## src/pkg/pmi_consts.svh

```systemverilog
/*
 * constants of the port mac ingress policing control block.
 * assumes inclusion by bare name from the package.
 */
`ifndef PMI_CONSTS_SVH
`define PMI_CONSTS_SVH

// ----------------------------------------------------------------
// register indices and layout
// ----------------------------------------------------------------
`define PMI_IDX_CTRL0      12'h400
`define PMI_IDX_CTRL1      12'h401
`define PMI_IDX_RATE       12'h403
`define PMI_RST_CTRL0      8'h00
`define PMI_RST_CTRL1      8'h00
`define PMI_RST_RATE       8'h00
`define PMI_WMASK_CTRL0    8'h0B
`define PMI_WMASK_CTRL1    8'hBF
`define PMI_WMASK_RATE     8'h7F
`define PMI_C0_JUMBO       0
`define PMI_C0_STORM       1
`define PMI_C1_PASSALL     0
`define PMI_C1_BP          3
`define PMI_RL_PORT        6
`define PMI_RL_PPS         5
`define PMI_RL_FC          4
`define PMI_RL_MODE_HI     3
`define PMI_RL_MODE_LO     2
`define PMI_RL_IFG         1
`define PMI_RL_PRE         0

// ----------------------------------------------------------------
// frame limits, byte weights and bus response codes
// ----------------------------------------------------------------
`define PMI_JUMBO_MAX      14'h2328
`define PMI_STD_MAX        14'h05DC
`define PMI_IFG_BYTES      15'h000C
`define PMI_PRE_BYTES      15'h0008
`define PMI_ONE_PACKET     18'h00001
`define PMI_RESP_OKAY      2'h0
`define PMI_RESP_DECERR    2'h3

`endif

```

## src/pkg/pmi_pkg.sv

```systemverilog
/*
 * types of the port mac ingress policing control block.
 * assumes pmi_consts.svh is on the include path.
 */
package pmi_pkg;
`include "pmi_consts.svh"

	// ----------------------------------------------------------------
	// enumerations
	// ----------------------------------------------------------------
	typedef enum logic [1:0] {
		PMI_LIM_ALL      = 2'b00,
		PMI_LIM_BMC_FLD  = 2'b01,
		PMI_LIM_BMC      = 2'b10,
		PMI_LIM_BC       = 2'b11
	} pmi_lim_mode_t;

	typedef enum logic [0:0] {
		PMI_BUS_IDLE     = 1'b0,
		PMI_BUS_RESP     = 1'b1
	} pmi_bus_state_t;

	// ----------------------------------------------------------------
	// carriers
	// ----------------------------------------------------------------
	typedef struct packed {
		logic        valid;
		logic [13:0] payload_len;
		logic [13:0] frame_len;
		logic        crc_err;
		logic        runt;
		logic        bcast;
		logic        mcast;
		logic        flood_uc;
		logic        flow_ctrl;
		logic [1:0]  prio;
	} pmi_frame_t;

	typedef struct packed {
		logic        valid;
		logic        forward;
		logic        mirror_only;
		logic        counted;
		logic        storm_check;
		logic [1:0]  prio;
		logic [17:0] weight;
	} pmi_verdict_t;

	typedef struct packed {
		logic        port;
		logic [3:0]  prio;
	} pmi_over_t;
endpackage : pmi_pkg

```

## src/rtl/pmi_port_ctrl.sv

```systemverilog
/*
 * per-port frame acceptance and ingress policing control with an
 * axi4-lite register slave.
 * assumes frame descriptors, limiter status and duplex/flow control
 * settings come from logic on aclk.
 */
// Local design decision: register access over AXI4-Lite.
// What this block does
// (RULE_01) jumbo bit selects 9000 or 1500 payload
// (RULE_02) storm protection follows control bit one
// (RULE_03) back pressure only in half duplex
// (RULE_04) bad frames dropped, pass-all mirrors them
// (RULE_05) pass-all leaves flow control filtering alone
// (RULE_06) bit six picks port or priority limiting
// (RULE_07) bit five picks packet or bit counting
// (RULE_08) bit four lets overlimit assert flow control
// (RULE_09) also needs port flow control enabled
// (RULE_10) bits three two select counted frames
// (RULE_11) bit one adds twelve gap bytes
// (RULE_12) bit zero adds eight preamble bytes
// (RULE_13) preamble option ignored in packet mode
// (RULE_14) reserved bits keep defaults, ignore writes
module pmi_port_ctrl
	import pmi_pkg::*;
(
	input  wire logic         aclk,
	input  wire logic         aresetn,
	input  wire logic         ce,
	input  wire logic [31:0]  s_axi_awaddr,
	input  wire logic         s_axi_awvalid,
	output logic              s_axi_awready,
	input  wire logic [31:0]  s_axi_wdata,
	input  wire logic [3:0]   s_axi_wstrb,
	input  wire logic         s_axi_wvalid,
	output logic              s_axi_wready,
	output logic [1:0]        s_axi_bresp,
	output logic              s_axi_bvalid,
	input  wire logic         s_axi_bready,
	input  wire logic [31:0]  s_axi_araddr,
	input  wire logic         s_axi_arvalid,
	output logic              s_axi_arready,
	output logic [31:0]       s_axi_rdata,
	output logic [1:0]        s_axi_rresp,
	output logic              s_axi_rvalid,
	input  wire logic         s_axi_rready,
	input  wire pmi_frame_t   frame_in,
	input  wire pmi_over_t    over_limit,
	input  wire logic         full_duplex,
	input  wire logic         port_fc_en,
	input  wire logic         fc_frame_pass,
	output pmi_verdict_t      verdict,
	output logic              storm_en,
	output logic              backpressure_en,
	output logic              fc_assert
);

	// ----------------------------------------------------------------
	// address decode
	// ----------------------------------------------------------------
	function automatic logic [1:0] reg_sel(input logic [31:0] addr);
		if (addr == {18'h00000, `PMI_IDX_CTRL0, 2'b00})
			return 2'd0;
		else if (addr == {18'h00000, `PMI_IDX_CTRL1, 2'b00})
			return 2'd1;
		else if (addr == {18'h00000, `PMI_IDX_RATE, 2'b00})
			return 2'd2;
		else
			return 2'd3;
	endfunction : reg_sel

	// ----------------------------------------------------------------
	// write channel and registers
	// ----------------------------------------------------------------
	pmi_bus_state_t wr_state_reg, wr_state_next;
	logic        aw_have_reg, aw_have_next;
	logic        w_have_reg, w_have_next;
	logic [31:0] awaddr_reg, awaddr_next;
	logic [7:0]  wdata_reg, wdata_next;
	logic        wstrb_reg, wstrb_next;
	logic [1:0]  bresp_reg, bresp_next;
	logic [7:0]  ctrl0_reg, ctrl0_next;
	logic [7:0]  ctrl1_reg, ctrl1_next;
	logic [7:0]  rate_reg, rate_next;

	assign s_axi_awready = (wr_state_reg == PMI_BUS_IDLE) && !aw_have_reg;
	assign s_axi_wready  = (wr_state_reg == PMI_BUS_IDLE) && !w_have_reg;
	assign s_axi_bvalid  = (wr_state_reg == PMI_BUS_RESP);
	assign s_axi_bresp   = bresp_reg;

	always_comb begin
		wr_state_next = wr_state_reg;
		aw_have_next  = aw_have_reg;
		w_have_next   = w_have_reg;
		awaddr_next   = awaddr_reg;
		wdata_next    = wdata_reg;
		wstrb_next    = wstrb_reg;
		bresp_next    = bresp_reg;
		ctrl0_next    = ctrl0_reg;
		ctrl1_next    = ctrl1_reg;
		rate_next     = rate_reg;
		case (wr_state_reg)
			PMI_BUS_IDLE: begin
				if (s_axi_awvalid && s_axi_awready) begin
					aw_have_next = 1'b1;
					awaddr_next  = s_axi_awaddr;
				end
				if (s_axi_wvalid && s_axi_wready) begin
					w_have_next = 1'b1;
					wdata_next  = s_axi_wdata[7:0];
					wstrb_next  = s_axi_wstrb[0];
				end
				if (aw_have_reg && w_have_reg) begin
					wr_state_next = PMI_BUS_RESP;
					aw_have_next  = 1'b0;
					w_have_next   = 1'b0;
					bresp_next    = `PMI_RESP_OKAY;
					// writable bits only, reserved read-only bits held
					case (reg_sel(awaddr_reg))
						2'd0: if (wstrb_reg) ctrl0_next =
							wdata_reg & `PMI_WMASK_CTRL0; // RULE_14
						2'd1: if (wstrb_reg) ctrl1_next =
							wdata_reg & `PMI_WMASK_CTRL1; // RULE_14
						2'd2: if (wstrb_reg) rate_next =
							wdata_reg & `PMI_WMASK_RATE; // RULE_14
						default: bresp_next = `PMI_RESP_DECERR;
					endcase
				end
			end
			PMI_BUS_RESP: begin
				if (s_axi_bready)
					wr_state_next = PMI_BUS_IDLE;
			end
			default: wr_state_next = PMI_BUS_IDLE;
		endcase
	end

	always_ff @(posedge aclk) begin
		if (!aresetn) begin
			wr_state_reg <= PMI_BUS_IDLE;
			aw_have_reg  <= 1'b0;
			w_have_reg   <= 1'b0;
			awaddr_reg   <= 32'h00000000;
			wdata_reg    <= 8'h00;
			wstrb_reg    <= 1'b0;
			bresp_reg    <= `PMI_RESP_OKAY;
			ctrl0_reg    <= `PMI_RST_CTRL0;
			ctrl1_reg    <= `PMI_RST_CTRL1;
			rate_reg     <= `PMI_RST_RATE;
		end else if (ce) begin
			wr_state_reg <= wr_state_next;
			aw_have_reg  <= aw_have_next;
			w_have_reg   <= w_have_next;
			awaddr_reg   <= awaddr_next;
			wdata_reg    <= wdata_next;
			wstrb_reg    <= wstrb_next;
			bresp_reg    <= bresp_next;
			ctrl0_reg    <= ctrl0_next;
			ctrl1_reg    <= ctrl1_next;
			rate_reg     <= rate_next;
		end
	end

	// ----------------------------------------------------------------
	// read channel
	// ----------------------------------------------------------------
	pmi_bus_state_t rd_state_reg, rd_state_next;
	logic [31:0] rdata_reg, rdata_next;
	logic [1:0]  rresp_reg, rresp_next;

	assign s_axi_arready = (rd_state_reg == PMI_BUS_IDLE);
	assign s_axi_rvalid  = (rd_state_reg == PMI_BUS_RESP);
	assign s_axi_rdata   = rdata_reg;
	assign s_axi_rresp   = rresp_reg;

	always_comb begin
		rd_state_next = rd_state_reg;
		rdata_next    = rdata_reg;
		rresp_next    = rresp_reg;
		case (rd_state_reg)
			PMI_BUS_IDLE: begin
				if (s_axi_arvalid) begin
					rd_state_next = PMI_BUS_RESP;
					rresp_next    = `PMI_RESP_OKAY;
					case (reg_sel(s_axi_araddr))
						2'd0: rdata_next = {24'h000000, ctrl0_reg};
						2'd1: rdata_next = {24'h000000, ctrl1_reg};
						2'd2: rdata_next = {24'h000000, rate_reg};
						default: begin
							rdata_next = 32'h00000000;
							rresp_next = `PMI_RESP_DECERR;
						end
					endcase
				end
			end
			PMI_BUS_RESP: begin
				if (s_axi_rready)
					rd_state_next = PMI_BUS_IDLE;
			end
			default: rd_state_next = PMI_BUS_IDLE;
		endcase
	end

	always_ff @(posedge aclk) begin
		if (!aresetn) begin
			rd_state_reg <= PMI_BUS_IDLE;
			rdata_reg    <= 32'h00000000;
			rresp_reg    <= `PMI_RESP_OKAY;
		end else if (ce) begin
			rd_state_reg <= rd_state_next;
			rdata_reg    <= rdata_next;
			rresp_reg    <= rresp_next;
		end
	end

	// ----------------------------------------------------------------
	// frame verdict
	// ----------------------------------------------------------------
	pmi_verdict_t verdict_reg, verdict_next;
	logic         storm_reg, storm_next;
	logic         bp_reg, bp_next;
	logic         fc_reg, fc_next;
	logic         pps_mode;
	pmi_lim_mode_t lim_mode;
	logic [13:0]  pay_max;
	logic         bad;
	logic [14:0]  bytes;

	assign pps_mode = rate_reg[`PMI_RL_PPS];
	assign lim_mode = pmi_lim_mode_t'(rate_reg[`PMI_RL_MODE_HI:`PMI_RL_MODE_LO]);
	assign verdict  = verdict_reg;
	assign storm_en = storm_reg;
	assign backpressure_en = bp_reg;
	assign fc_assert = fc_reg;

	always_comb begin
		verdict_next = '0;
		pay_max = ctrl0_reg[`PMI_C0_JUMBO] ? `PMI_JUMBO_MAX
			: `PMI_STD_MAX; // RULE_01
		bad = frame_in.crc_err || frame_in.runt
			|| (frame_in.payload_len > pay_max); // RULE_01
		bytes = {1'b0, frame_in.frame_len};
		if (rate_reg[`PMI_RL_IFG])
			bytes = bytes + `PMI_IFG_BYTES; // RULE_11
		if (rate_reg[`PMI_RL_PRE] && !pps_mode)
			bytes = bytes + `PMI_PRE_BYTES; // RULE_12 RULE_13
		verdict_next.valid = frame_in.valid;
		verdict_next.prio  = frame_in.prio;
		if (frame_in.valid) begin
			if (bad) begin
				// bad frames never forwarded, mirrored only when pass-all is set
				verdict_next.mirror_only = ctrl1_reg[`PMI_C1_PASSALL]; // RULE_04
			end else if (frame_in.flow_ctrl) begin
				verdict_next.forward = fc_frame_pass; // RULE_05
			end else begin
				verdict_next.forward = 1'b1;
			end
			case (lim_mode) // RULE_10
				PMI_LIM_ALL: verdict_next.counted = 1'b1;
				PMI_LIM_BMC_FLD: verdict_next.counted = frame_in.bcast
					|| frame_in.mcast || frame_in.flood_uc;
				PMI_LIM_BMC: verdict_next.counted =
					frame_in.bcast || frame_in.mcast;
				PMI_LIM_BC: verdict_next.counted = frame_in.bcast;
				default: verdict_next.counted = 1'b1;
			endcase
			verdict_next.storm_check = ctrl0_reg[`PMI_C0_STORM]
				&& frame_in.bcast; // RULE_02
		end
		verdict_next.weight = pps_mode ? `PMI_ONE_PACKET
			: {bytes, 3'b000}; // RULE_07
		storm_next = ctrl0_reg[`PMI_C0_STORM]; // RULE_02
		bp_next = ctrl1_reg[`PMI_C1_BP] && !full_duplex; // RULE_03
		fc_next = rate_reg[`PMI_RL_FC] && port_fc_en // RULE_08 RULE_09
			&& (rate_reg[`PMI_RL_PORT] ? over_limit.port
			: |over_limit.prio); // RULE_06
	end

	always_ff @(posedge aclk) begin
		if (!aresetn) begin
			verdict_reg <= '0;
			storm_reg   <= 1'b0;
			bp_reg      <= 1'b0;
			fc_reg      <= 1'b0;
		end else if (ce) begin
			verdict_reg <= verdict_next;
			storm_reg   <= storm_next;
			bp_reg      <= bp_next;
			fc_reg      <= fc_next;
		end
	end
endmodule : pmi_port_ctrl

```

## config.mk

```make
export PLATFORM = sky130hd
export DESIGN_NAME = pmi_port_ctrl
export DESIGN_NICKNAME = d
export VERILOG_FILES = /design/src/pkg/pmi_pkg.sv /design/src/rtl/pmi_port_ctrl.sv
export VERILOG_INCLUDE_DIRS = /design/src /design/src/pkg
export SDC_FILE = /design/constraint.sdc
export NUM_CORES = 1
export LEC_CHECK = 0
export BUFFER_PORTS_ARGS = -buffer_cell sky130_fd_sc_hd__buf_2
export CORE_MARGIN = 1
export CORE_UTILIZATION = 48
export DETAILED_ROUTE_END_ITERATION = 7
export PLACE_DENSITY_LB_ADDON = 0.12
export RECOVER_POWER = 50
export SLEW_MARGIN = 40
export SYNTH_ARGS = -nofsm -noshare
export SYNTH_HDL_FRONTEND = slang
export SYNTH_SLANG_ARGS = --single-unit
```

## constraint.sdc

```tcl
create_clock -name aclk -period 2.01 [get_ports aclk]
set_input_delay 0.201 -clock aclk [delete_from_list [all_inputs] [get_ports aclk]]
set_output_delay 0.201 -clock aclk [all_outputs]
set_load 0.01 [all_outputs]
```

==> results of run 1 <==
critical path, cell delays in order (launching register included):
cell and delay [ns]:
dfxtp_1 0.33, nor4_2 0.28, nand4_1 0.21, nor4_2 0.35, buf_4 0.18, nand3b_1 0.10
buf_6 0.17, mux2i_2 0.15, nor2b_1 0.13
per-layer routing:
metal,GRT usage,vias up,share of wire
li1,-,2325,-
met1,0.272,2100,0.45
met2,0.377,131,0.49
met3,0.0499,10,0.053
met4,0.0624,0,0.011
met5,0,-,0
cell families (layout without fill, tap and decap cells):
group	Yosys count	in the layout	synth area share
simple gates	252	252	0.260
compound gates	117	117	0.165
flops	98	98	0.389
buf+inv	67	215	0.0795
mux	27	27	0.0535
xor+xnor	16	16	0.0278
fa+ha+maj	10	10	0.0248
other cells	1	26	0.000743
cells in the mapped netlist (7+ instances only):
cell type	instances	area, um^2
mux2i_1	27	270
nand4_1	7	43.8
o21ai_0	11	55.1
nor2_1	12	45.0
nor3_1	7	35.0
a21boi_0	49	368
ha_1	10	125
nand2_1	124	465
nand3_1	9	45.0
xnor2_1	7	61.3
a21oi_1	11	55.1
nor2b_1	35	219
buf_4	31	233
and2_1	8	50.1
inv_1	10	37.5
o21ai_1	9	45.0
dfxtp_1	98	1960
clkbuf_1	20	75.1
nor4_1	14	87.6
xor2_1	9	78.8
how the worst max path moves through the flow:
stage,startpoint,to,slack (ns),depth (start not counted)
global placement,frame_in[10],verdict[17]$_SDFFE_PN0P_,-0.03,9
floorplan,frame_in[10],verdict[12]$_SDFFE_PN0P_,0.21,11
global route,awaddr_reg[27]$_SDFFE_PN0P_,ctrl1_reg[2]$_SDFFE_PN0P_,-0.06,8
CTS,awaddr_reg[22]$_SDFFE_PN0P_,rate_reg[6]$_SDFFE_PN0P_,0.004,7
finish,awaddr_reg[25]$_SDFFE_PN0P_,ctrl1_reg[0]$_SDFFE_PN0P_,0.05,8
detailed placement,frame_in[10],verdict[17]$_SDFFE_PN0P_,-0.04,9
cell type report:
| class | instances | area, um^2 |
|---|---|---|
| fillers | 1001 | 4120 |
| multi-input cells | 448 | 2840 |
| flip-flops and latches | 98 | 1970 |
| repair buffers | 188 | 953 |
| well taps | 136 | 170 |
| clock buffers | 11 | 151 |
| inverters | 11 | 41.3 |
| clock inverters | 5 | 37.5 |
through the flow:
stage | util | cell area [um^2] | setup TNS [ns] | cells
CTS | 0.600 | 6170 | 0 | 897
floorplan | - | 5140 | 0 | 613
global placement | 0.581 | 5970 | -0.0264 | 881
detailed placement | 0.581 | 5970 | -0.101 | 881
finish | 0.600 | 6160 | 0 | 897
global route | 0.600 | 6160 | -0.246 | 897
what timing repair did:
action,4_1_cts,5_1_grt
pin swaps,0,4
resized for setup,2,12
cloned,0,0
setup endpoints to repair,9,20
buffers inserted,0,0
power by group:
part / total [mW] / internal [mW] / switching, mW
Combinational: 0.521 / 0.239 / 0.282
Sequential: 2.06 / 2.01 / 0.0480
Clock: 1.21 / 0.523 / 0.683
==> flow_metrics.env, run 1 <==
export IMPL_gp_congestion=0.844
export IMPL_ff2ff_path_depth=8
export IMPL_grt_pass1_wl_um=19600
export IMPL_largest_register_ffs=32
export IMPL_p_leak_nw=2.54
export IMPL_slew_violations=0
export IMPL_timing_rr_start="awaddr_reg[25]$_SDFFE_PN0P_"
export IMPL_synthFlopType="dfxtp_1"
export IMPL_tightest_slew_ns=0.863
export IMPL_cp_required_ns=2.30
export IMPL_setup_viol_count_final=0
export IMPL_vias=4566
export IMPL_ys_types=69
export IMPL_maxCapViolCount=0
export IMPL_synth_edf_count=0
export IMPL_grt_pass1_vias=4291
export IMPL_ys_ff_latch=98
export IMPL_syn_avg_cell_area_um2=8.59
export IMPL_outcome="completed"
export IMPL_pre_cts_slack_ns=-0.0393
export IMPL_start_util=0.491
export IMPL_synth_seq_area_share=0.389
export IMPL_synth_async_reset_ratio=0
export IMPL_end_kind="flip-flop"
export IMPL_first_pass_iters=4
export IMPL_crit_path_start_kind="flip-flop"
export IMPL_track_usage=0.219
export IMPL_fin_hold_ws_ns=0.0738
export IMPL_n_antenna_cell=0
export IMPL_postCtsHoldBufs=0
export IMPL_finalHoldViolations=0
export IMPL_numCtsBuffers=9
export IMPL_die_h_um=105
export IMPL_max_vdd_ir_drop_v=0.000294
export IMPL_hold_start="s_axi_awaddr[5]"
export IMPL_clockBufferDepth=2
export IMPL_r2r_slack_ns=0.05
export IMPL_cts_root_buf="clkbuf_8"
export IMPL_period_needed_ns=1.96
export IMPL_syn_to_final_growth_pct=22.0
export IMPL_antenna_left=0
export IMPL_drt_iter0_markers=194
export IMPL_cts_tree="done"
export IMPL_dieArea_um2=10900
export IMPL_dp_hpwl_um=9080
export IMPL_worst_slack_ns=0.0475
export IMPL_clkTransAtPathRegs_ns=0.10
export IMPL_std_cell_rows=37
export IMPL_whs_endpoint="awaddr_reg[5]$_SDFFE_PN0P_"
export IMPL_synthCells=588
export IMPL_detail_route_wl_per_cell_um=13.3
export IMPL_port_buffer_count=168
export IMPL_grt_antenna_before_repair=0
export IMPL_drc=0
export IMPL_cp_arrival_ns=2.25
export IMPL_yosysWarnings=0
export IMPL_coreArea_um2=10300
export IMPL_critPathMaxFanout=7
export IMPL_power_density_nw_per_um2=614
export IMPL_cts_sinks=98
export IMPL_avgViaCountPerCell=5.09
export IMPL_worstReg2RegEnd="ctrl1_reg[0]$_SDFFE_PN0P_"
export IMPL_die_w_um=105
export IMPL_clock_fmax_mhz=510
export IMPL_io_pins=222
export IMPL_max_slew_margin=0.425
export IMPL_path_class="flip-flop to flip-flop"
export IMPL_wl_um=11900
export IMPL_hold_path_class="input port to flip-flop"
export IMPL_gr_total_overflow=0
export IMPL_rsz0062_at_grt="true"
export IMPL_final_setup_skew_ns=0.0101
export IMPL_total_power_mw=3.78
export IMPL_most_common_layout_cells="124 x nand2_1, 124 x buf_2, 95 x dfxtp_1"
export IMPL_insertion_delay_ns=0.36
export IMPL_period_share=0.976
export IMPL_cts_max_level=3
export IMPL_drive_gt1_frac=0.240
export IMPL_synth_area_um2=5050
export IMPL_grt_max_degree=88
export IMPL_holdPathStages=3
export IMPL_fin_nets=919
Power figures use the tool's default switching activity.
==> run 2, diff against run 1 <==
- CTS_CLUSTER_DIAMETER: unset -> 50
- MAX_ROUTING_LAYER: unset -> met4
- REMOVE_ABC_BUFFERS: unset -> 1
==> flow_metrics.env, run 2 (synthesized netlist as in run 1, its figures left out) <==
export IMPL_outcome="completed"
export IMPL_avgViaCountPerCell=5.10
export IMPL_most_common_layout_cells="124 x nand2_1, 124 x buf_2, 92 x dfxtp_1"
export IMPL_cts_max_level=3
export IMPL_path_buf_inv=1
export IMPL_period_needed_ns=1.97
export IMPL_cts_root_buf="clkbuf_8"
export IMPL_numCtsBuffers=9
export IMPL_hold_start="s_axi_awaddr[1]"
export IMPL_end_kind="flip-flop"
export IMPL_cts_tree="done"
export IMPL_power_density_nw_per_um2=630
export IMPL_timing_rr_start="awaddr_reg[11]$_SDFFE_PN0P_"
export IMPL_maxCapViolCount=0
export IMPL_drc=0
export IMPL_grt_pass1_wl_um=19700
export IMPL_io_pins=222
export IMPL_crit_family="simple AND/OR/NAND/NOR gates"
export IMPL_clock_fmax_mhz=509
export IMPL_max_slew_margin=0.335
export IMPL_cp_required_ns=2.26
export IMPL_max_vdd_ir_drop_v=0.000303
export IMPL_gp_congestion=0.866
export IMPL_postCtsHoldBufs=0
export IMPL_gr_total_overflow=0
export IMPL_cts_sinks=98
export IMPL_critPathMaxFanout=3
export IMPL_detail_route_wl_per_cell_um=13.3
export IMPL_track_usage=0.229
export IMPL_coreArea_um2=10300
export IMPL_worst_slack_ns=0.0440
export IMPL_cp_arrival_ns=2.22
export IMPL_pre_cts_slack_ns=0.00548
export IMPL_start_util=0.491
export IMPL_dp_hpwl_um=9040
export IMPL_hold_path_class="input port to flip-flop"
export IMPL_seqCellArea_um2=1970
export IMPL_antenna_left=0
export IMPL_drt_iter0_markers=244
export IMPL_grt_pass1_vias=4191
export IMPL_final_setup_skew_ns=0.0125
export IMPL_first_pass_iters=4
export IMPL_slew_violations=0
export IMPL_grt_max_degree=73
export IMPL_fin_hold_ws_ns=0.0860
export IMPL_multi_input_area_um2=2870
export IMPL_finalHoldViolations=0
export IMPL_period_share=0.978
export IMPL_insertion_delay_ns=0.36
export IMPL_clkTransAtPathRegs_ns=0.09
export IMPL_largest_register_ffs=32
export IMPL_fin_nets=919
export IMPL_post_dp_cell_area_um2=5930
export IMPL_rsz0062_at_grt="true"
export IMPL_vias=4576
export IMPL_die_w_um=105
export IMPL_tightest_slew_ns=0.998
export IMPL_port_buffer_count=168
export IMPL_worstPathCellList="nor4b_4, nand4_1, buf_4, nor4_4, nor3b_4, mux2i_1, nor2b_1"
export IMPL_setup_viol_count_final=0
export IMPL_syn_to_final_growth_pct=22.3
export IMPL_clockBufferDepth=2
export IMPL_std_cell_rows=37
export IMPL_crit_start="awaddr_reg[11]$_SDFFE_PN0P_"
export IMPL_die_h_um=105
export IMPL_path_class="flip-flop to flip-flop"
export IMPL_drive_gt1_frac=0.239
export IMPL_crit_path_top_delay_cell="dfxtp_2"
export IMPL_crit_path_start_kind="flip-flop"
export IMPL_critPathMaxStageDelay_ns=0.35
export IMPL_grt_antenna_before_repair=0
export IMPL_wl_um=12000
export IMPL_fillers=1012
export IMPL_dieArea_um2=10900
export IMPL_p_leak_nw=2.57
export IMPL_fin_area_um2=6180
-- run 2: worst paths after layout --
kind,end,slack (ns),cells past startpoint
max,ctrl0_reg[3]$_SDFFE_PN0P_,0.04,7
min,awaddr_reg[1]$_SDFFE_PN0P_,0.09,3
min reg2reg,verdict[9]$_SDFFE_PN0P_,0.45,2
max reg2reg,ctrl0_reg[3]$_SDFFE_PN0P_,0.04,7
-- run 2: timing repair --
item                                    4_1_cts  5_1_grt
buffers inserted                              2        1
gates resized for setup                       1       18
pin swaps                                     2        7
endpoints found under the setup margin        5       24
-- run 2: final cells by class --
cell class | count | area share
multi-input combinational | 448 | 0.464
sequential | 98 | 0.319
timing repair buffer | 188 | 0.149
tap | 136 | 0.0275
clock buffer | 13 | 0.0273
inverter | 11 | 0.00668
clock inverter | 2 | 0.00567
antenna | 1 | 0.000405
-- run 2: worst reg2reg max path, cell delays in order (launching register included) --
cell	delay, ns
dfxtp_2	0.35
nor4b_4	0.29
nand4_1	0.13
buf_4	0.17
nor4_4	0.33
nor3b_4	0.32
mux2i_1	0.23
nor2b_1	0.06
-- run 2: routing by layer --
metal / GRT usage / wire length, um
met4: 0.0825 / 191
met3: 0.0455 / 537
met2: 0.360 / 5550
met1: 0.292 / 5690
met5: - / 0
-- run 2: report_power, final --
group | internal, mW | switching (mW)
Clock | 0.670 | 0.642
Combinational | 0.240 | 0.283
Sequential | 2.01 | 0.0507
Total | 2.92 | 0.976
-- run 2: through the flow --
stage               setup TNS [ns]  utilization  instances  total power, mW
global placement                 0        0.577        878             2.60
finish                           0        0.601        897             3.89
detailed placement               0        0.577        878             2.61
global route                -0.331        0.601        896             4.10
CTS                              0        0.600        895             3.92
floorplan                        0            -        557             2.33
==> run 3, diff against run 2 <==
- CTS_BUF_LIST: unset -> sky130_fd_sc_hd__clkbuf_8 sky130_fd_sc_hd__clkbuf_16
==> flow_metrics.env, run 3 (synthesized netlist as in run 1, its figures left out) <==
export IMPL_outcome="completed"
export IMPL_fillers=1012
export IMPL_drive_gt1_frac=0.239
export IMPL_first_pass_iters=4
export IMPL_clock_fmax_mhz=509
export IMPL_cts_tree="done"
export IMPL_end_kind="flip-flop"
export IMPL_postCtsHoldBufs=0
export IMPL_port_buffer_count=168
export IMPL_gp_congestion=0.866
export IMPL_tightest_slew_ns=0.998
export IMPL_die_w_um=105
export IMPL_maxCapViolCount=0
export IMPL_p_int_mw=2.91
export IMPL_setup_viol_count_final=0
export IMPL_max_slew_margin=0.335
export IMPL_r2r_slack_ns=0.04
export IMPL_p_seq_frac=0.529
export IMPL_final_util=0.601
export IMPL_cp_required_ns=2.26
export IMPL_grt_antenna_before_repair=0
export IMPL_insertion_delay_ns=0.36
export IMPL_period_needed_ns=1.97
export IMPL_fin_nets=919
export IMPL_slew_violations=0
export IMPL_dieArea_um2=10900
export IMPL_period_share=0.978
export IMPL_gr_total_overflow=0
export IMPL_detail_route_wl_per_cell_um=13.3
export IMPL_drt_iter0_markers=244
export IMPL_vias=4576
export IMPL_crit_path_start_kind="flip-flop"
export IMPL_critPathMaxFanout=3
export IMPL_rsz0062_at_grt="true"
export IMPL_path_buf_inv=1
export IMPL_critPathMaxStageDelay_ns=0.35
export IMPL_die_h_um=105
export IMPL_grt_pass1_wl_um=19700
export IMPL_drc=0
export IMPL_most_common_layout_cells="124 x nand2_1, 124 x buf_2, 92 x dfxtp_1"
export IMPL_track_usage=0.229
export IMPL_numCtsBuffers=9
export IMPL_grt_pass1_vias=4191
export IMPL_worstPathCellList="nor4b_4, nand4_1, buf_4, nor4_4, nor3b_4, mux2i_1, nor2b_1"
export IMPL_cts_sinks=98
export IMPL_coreArea_um2=10300
export IMPL_final_setup_skew_ns=0.0125
export IMPL_crit_family="simple AND/OR/NAND/NOR gates"
export IMPL_syn_to_final_growth_pct=22.3
export IMPL_wl_um=12000
export IMPL_cts_root_buf="clkbuf_8"
export IMPL_p_switching_mw=0.977
export IMPL_pwr_share_comb=0.134
export IMPL_hold_path_class="input port to flip-flop"
export IMPL_finalHoldViolations=0
export IMPL_clkTransAtPathRegs_ns=0.09
export IMPL_cp_arrival_ns=2.22
export IMPL_start_util=0.491
export IMPL_avgViaCountPerCell=5.10
export IMPL_power_frac_clock=0.336
export IMPL_post_dp_cell_area_um2=5930
export IMPL_fin_area_um2=6180
export IMPL_path_class="flip-flop to flip-flop"
export IMPL_clockBufferDepth=2
export IMPL_grt_max_degree=73
export IMPL_antenna_left=0
export IMPL_power_density_nw_per_um2=630
export IMPL_dp_hpwl_um=9040
export IMPL_swShare=0.251
export IMPL_std_cell_rows=37
export IMPL_crit_path_top_delay_cell="dfxtp_2"
export IMPL_max_vdd_ir_drop_v=0.000303
export IMPL_largest_register_ffs=32
export IMPL_p_leak_nw=2.57
export IMPL_io_pins=222
export IMPL_cts_max_level=3
==> run 3: cell count changes in the layout (fill, tap and decap cells not counted), sizes merged <==
cell	before	now
inv	10	11
clkbuf	62	61
==> run 3: layout make-up <==
type,count,area [um^2],area share
Tap cell,136,170,0.0275
Antenna cell,1,2.50,0.000405
Timing Repair Buffer,188,922,0.149
Clock buffer,12,165,0.0267
Multi-Input combinational cell,448,2870,0.464
Clock inverter,3,38.8,0.00628
Sequential cell,98,1970,0.319
Inverter,11,41.3,0.00668
==> run 3: worst paths after layout <==
check / start / end / cells after the start
hold reg to reg: verdict[9]$_SDFFE_PN0P_ / verdict[9]$_SDFFE_PN0P_ / 2
setup / recovery: awaddr_reg[11]$_SDFFE_PN0P_ / ctrl0_reg[3]$_SDFFE_PN0P_ / 7
setup reg to reg: awaddr_reg[11]$_SDFFE_PN0P_ / ctrl0_reg[3]$_SDFFE_PN0P_ / 7
hold / removal: s_axi_awaddr[1] / awaddr_reg[1]$_SDFFE_PN0P_ / 3
==> run 3: tightest hold or removal path, stage by stage <==
cell and delay (ns):
buf_2 0.10, nand2_1 0.04, a21boi_0 0.06
==> run 3: power groups by stage <==
stage                     Clock (mW)  Sequential, mW  Combinational, mW
after floorplan                    0            2.10              0.233
after global placement             0            2.09              0.509
after detailed placement           0            2.09              0.520
after CTS                       1.34            2.05              0.524
after global routing            1.44            2.07              0.583
final                           1.31            2.06              0.523
==> run 3: layer usage <==
metal	up-vias	routed length (um)	track usage
met3	16	537	0.0455
met2	123	5550	0.360
li1	2321	-	-
met5	-	0	-
met1	2116	5690	0.292
met4	0	191	0.0825
==> run 3: through the flow <==
step           setup TNS [ns]  hold WS [ns]  total power [mW]  std cells  worst slack, ns
3_3_place_gp                0         0.432              2.60        878          0.00933
2_1_floorplan               0         0.323              2.33        557            0.195
3_5_place_dp                0         0.442              2.61        878          0.00548
6_report                    0        0.0860              3.89        897           0.0440
4_1_cts                     0        0.0674              3.91        895          0.00222
5_1_grt                -0.331        0.0666              4.10        896          -0.0968
==> run 3: repair_timing <==
item                                    CTS  global route
pin swaps                                 2             7
endpoints found under the setup margin    5            24
setup buffers                             2             1
gates resized for setup                   1            18
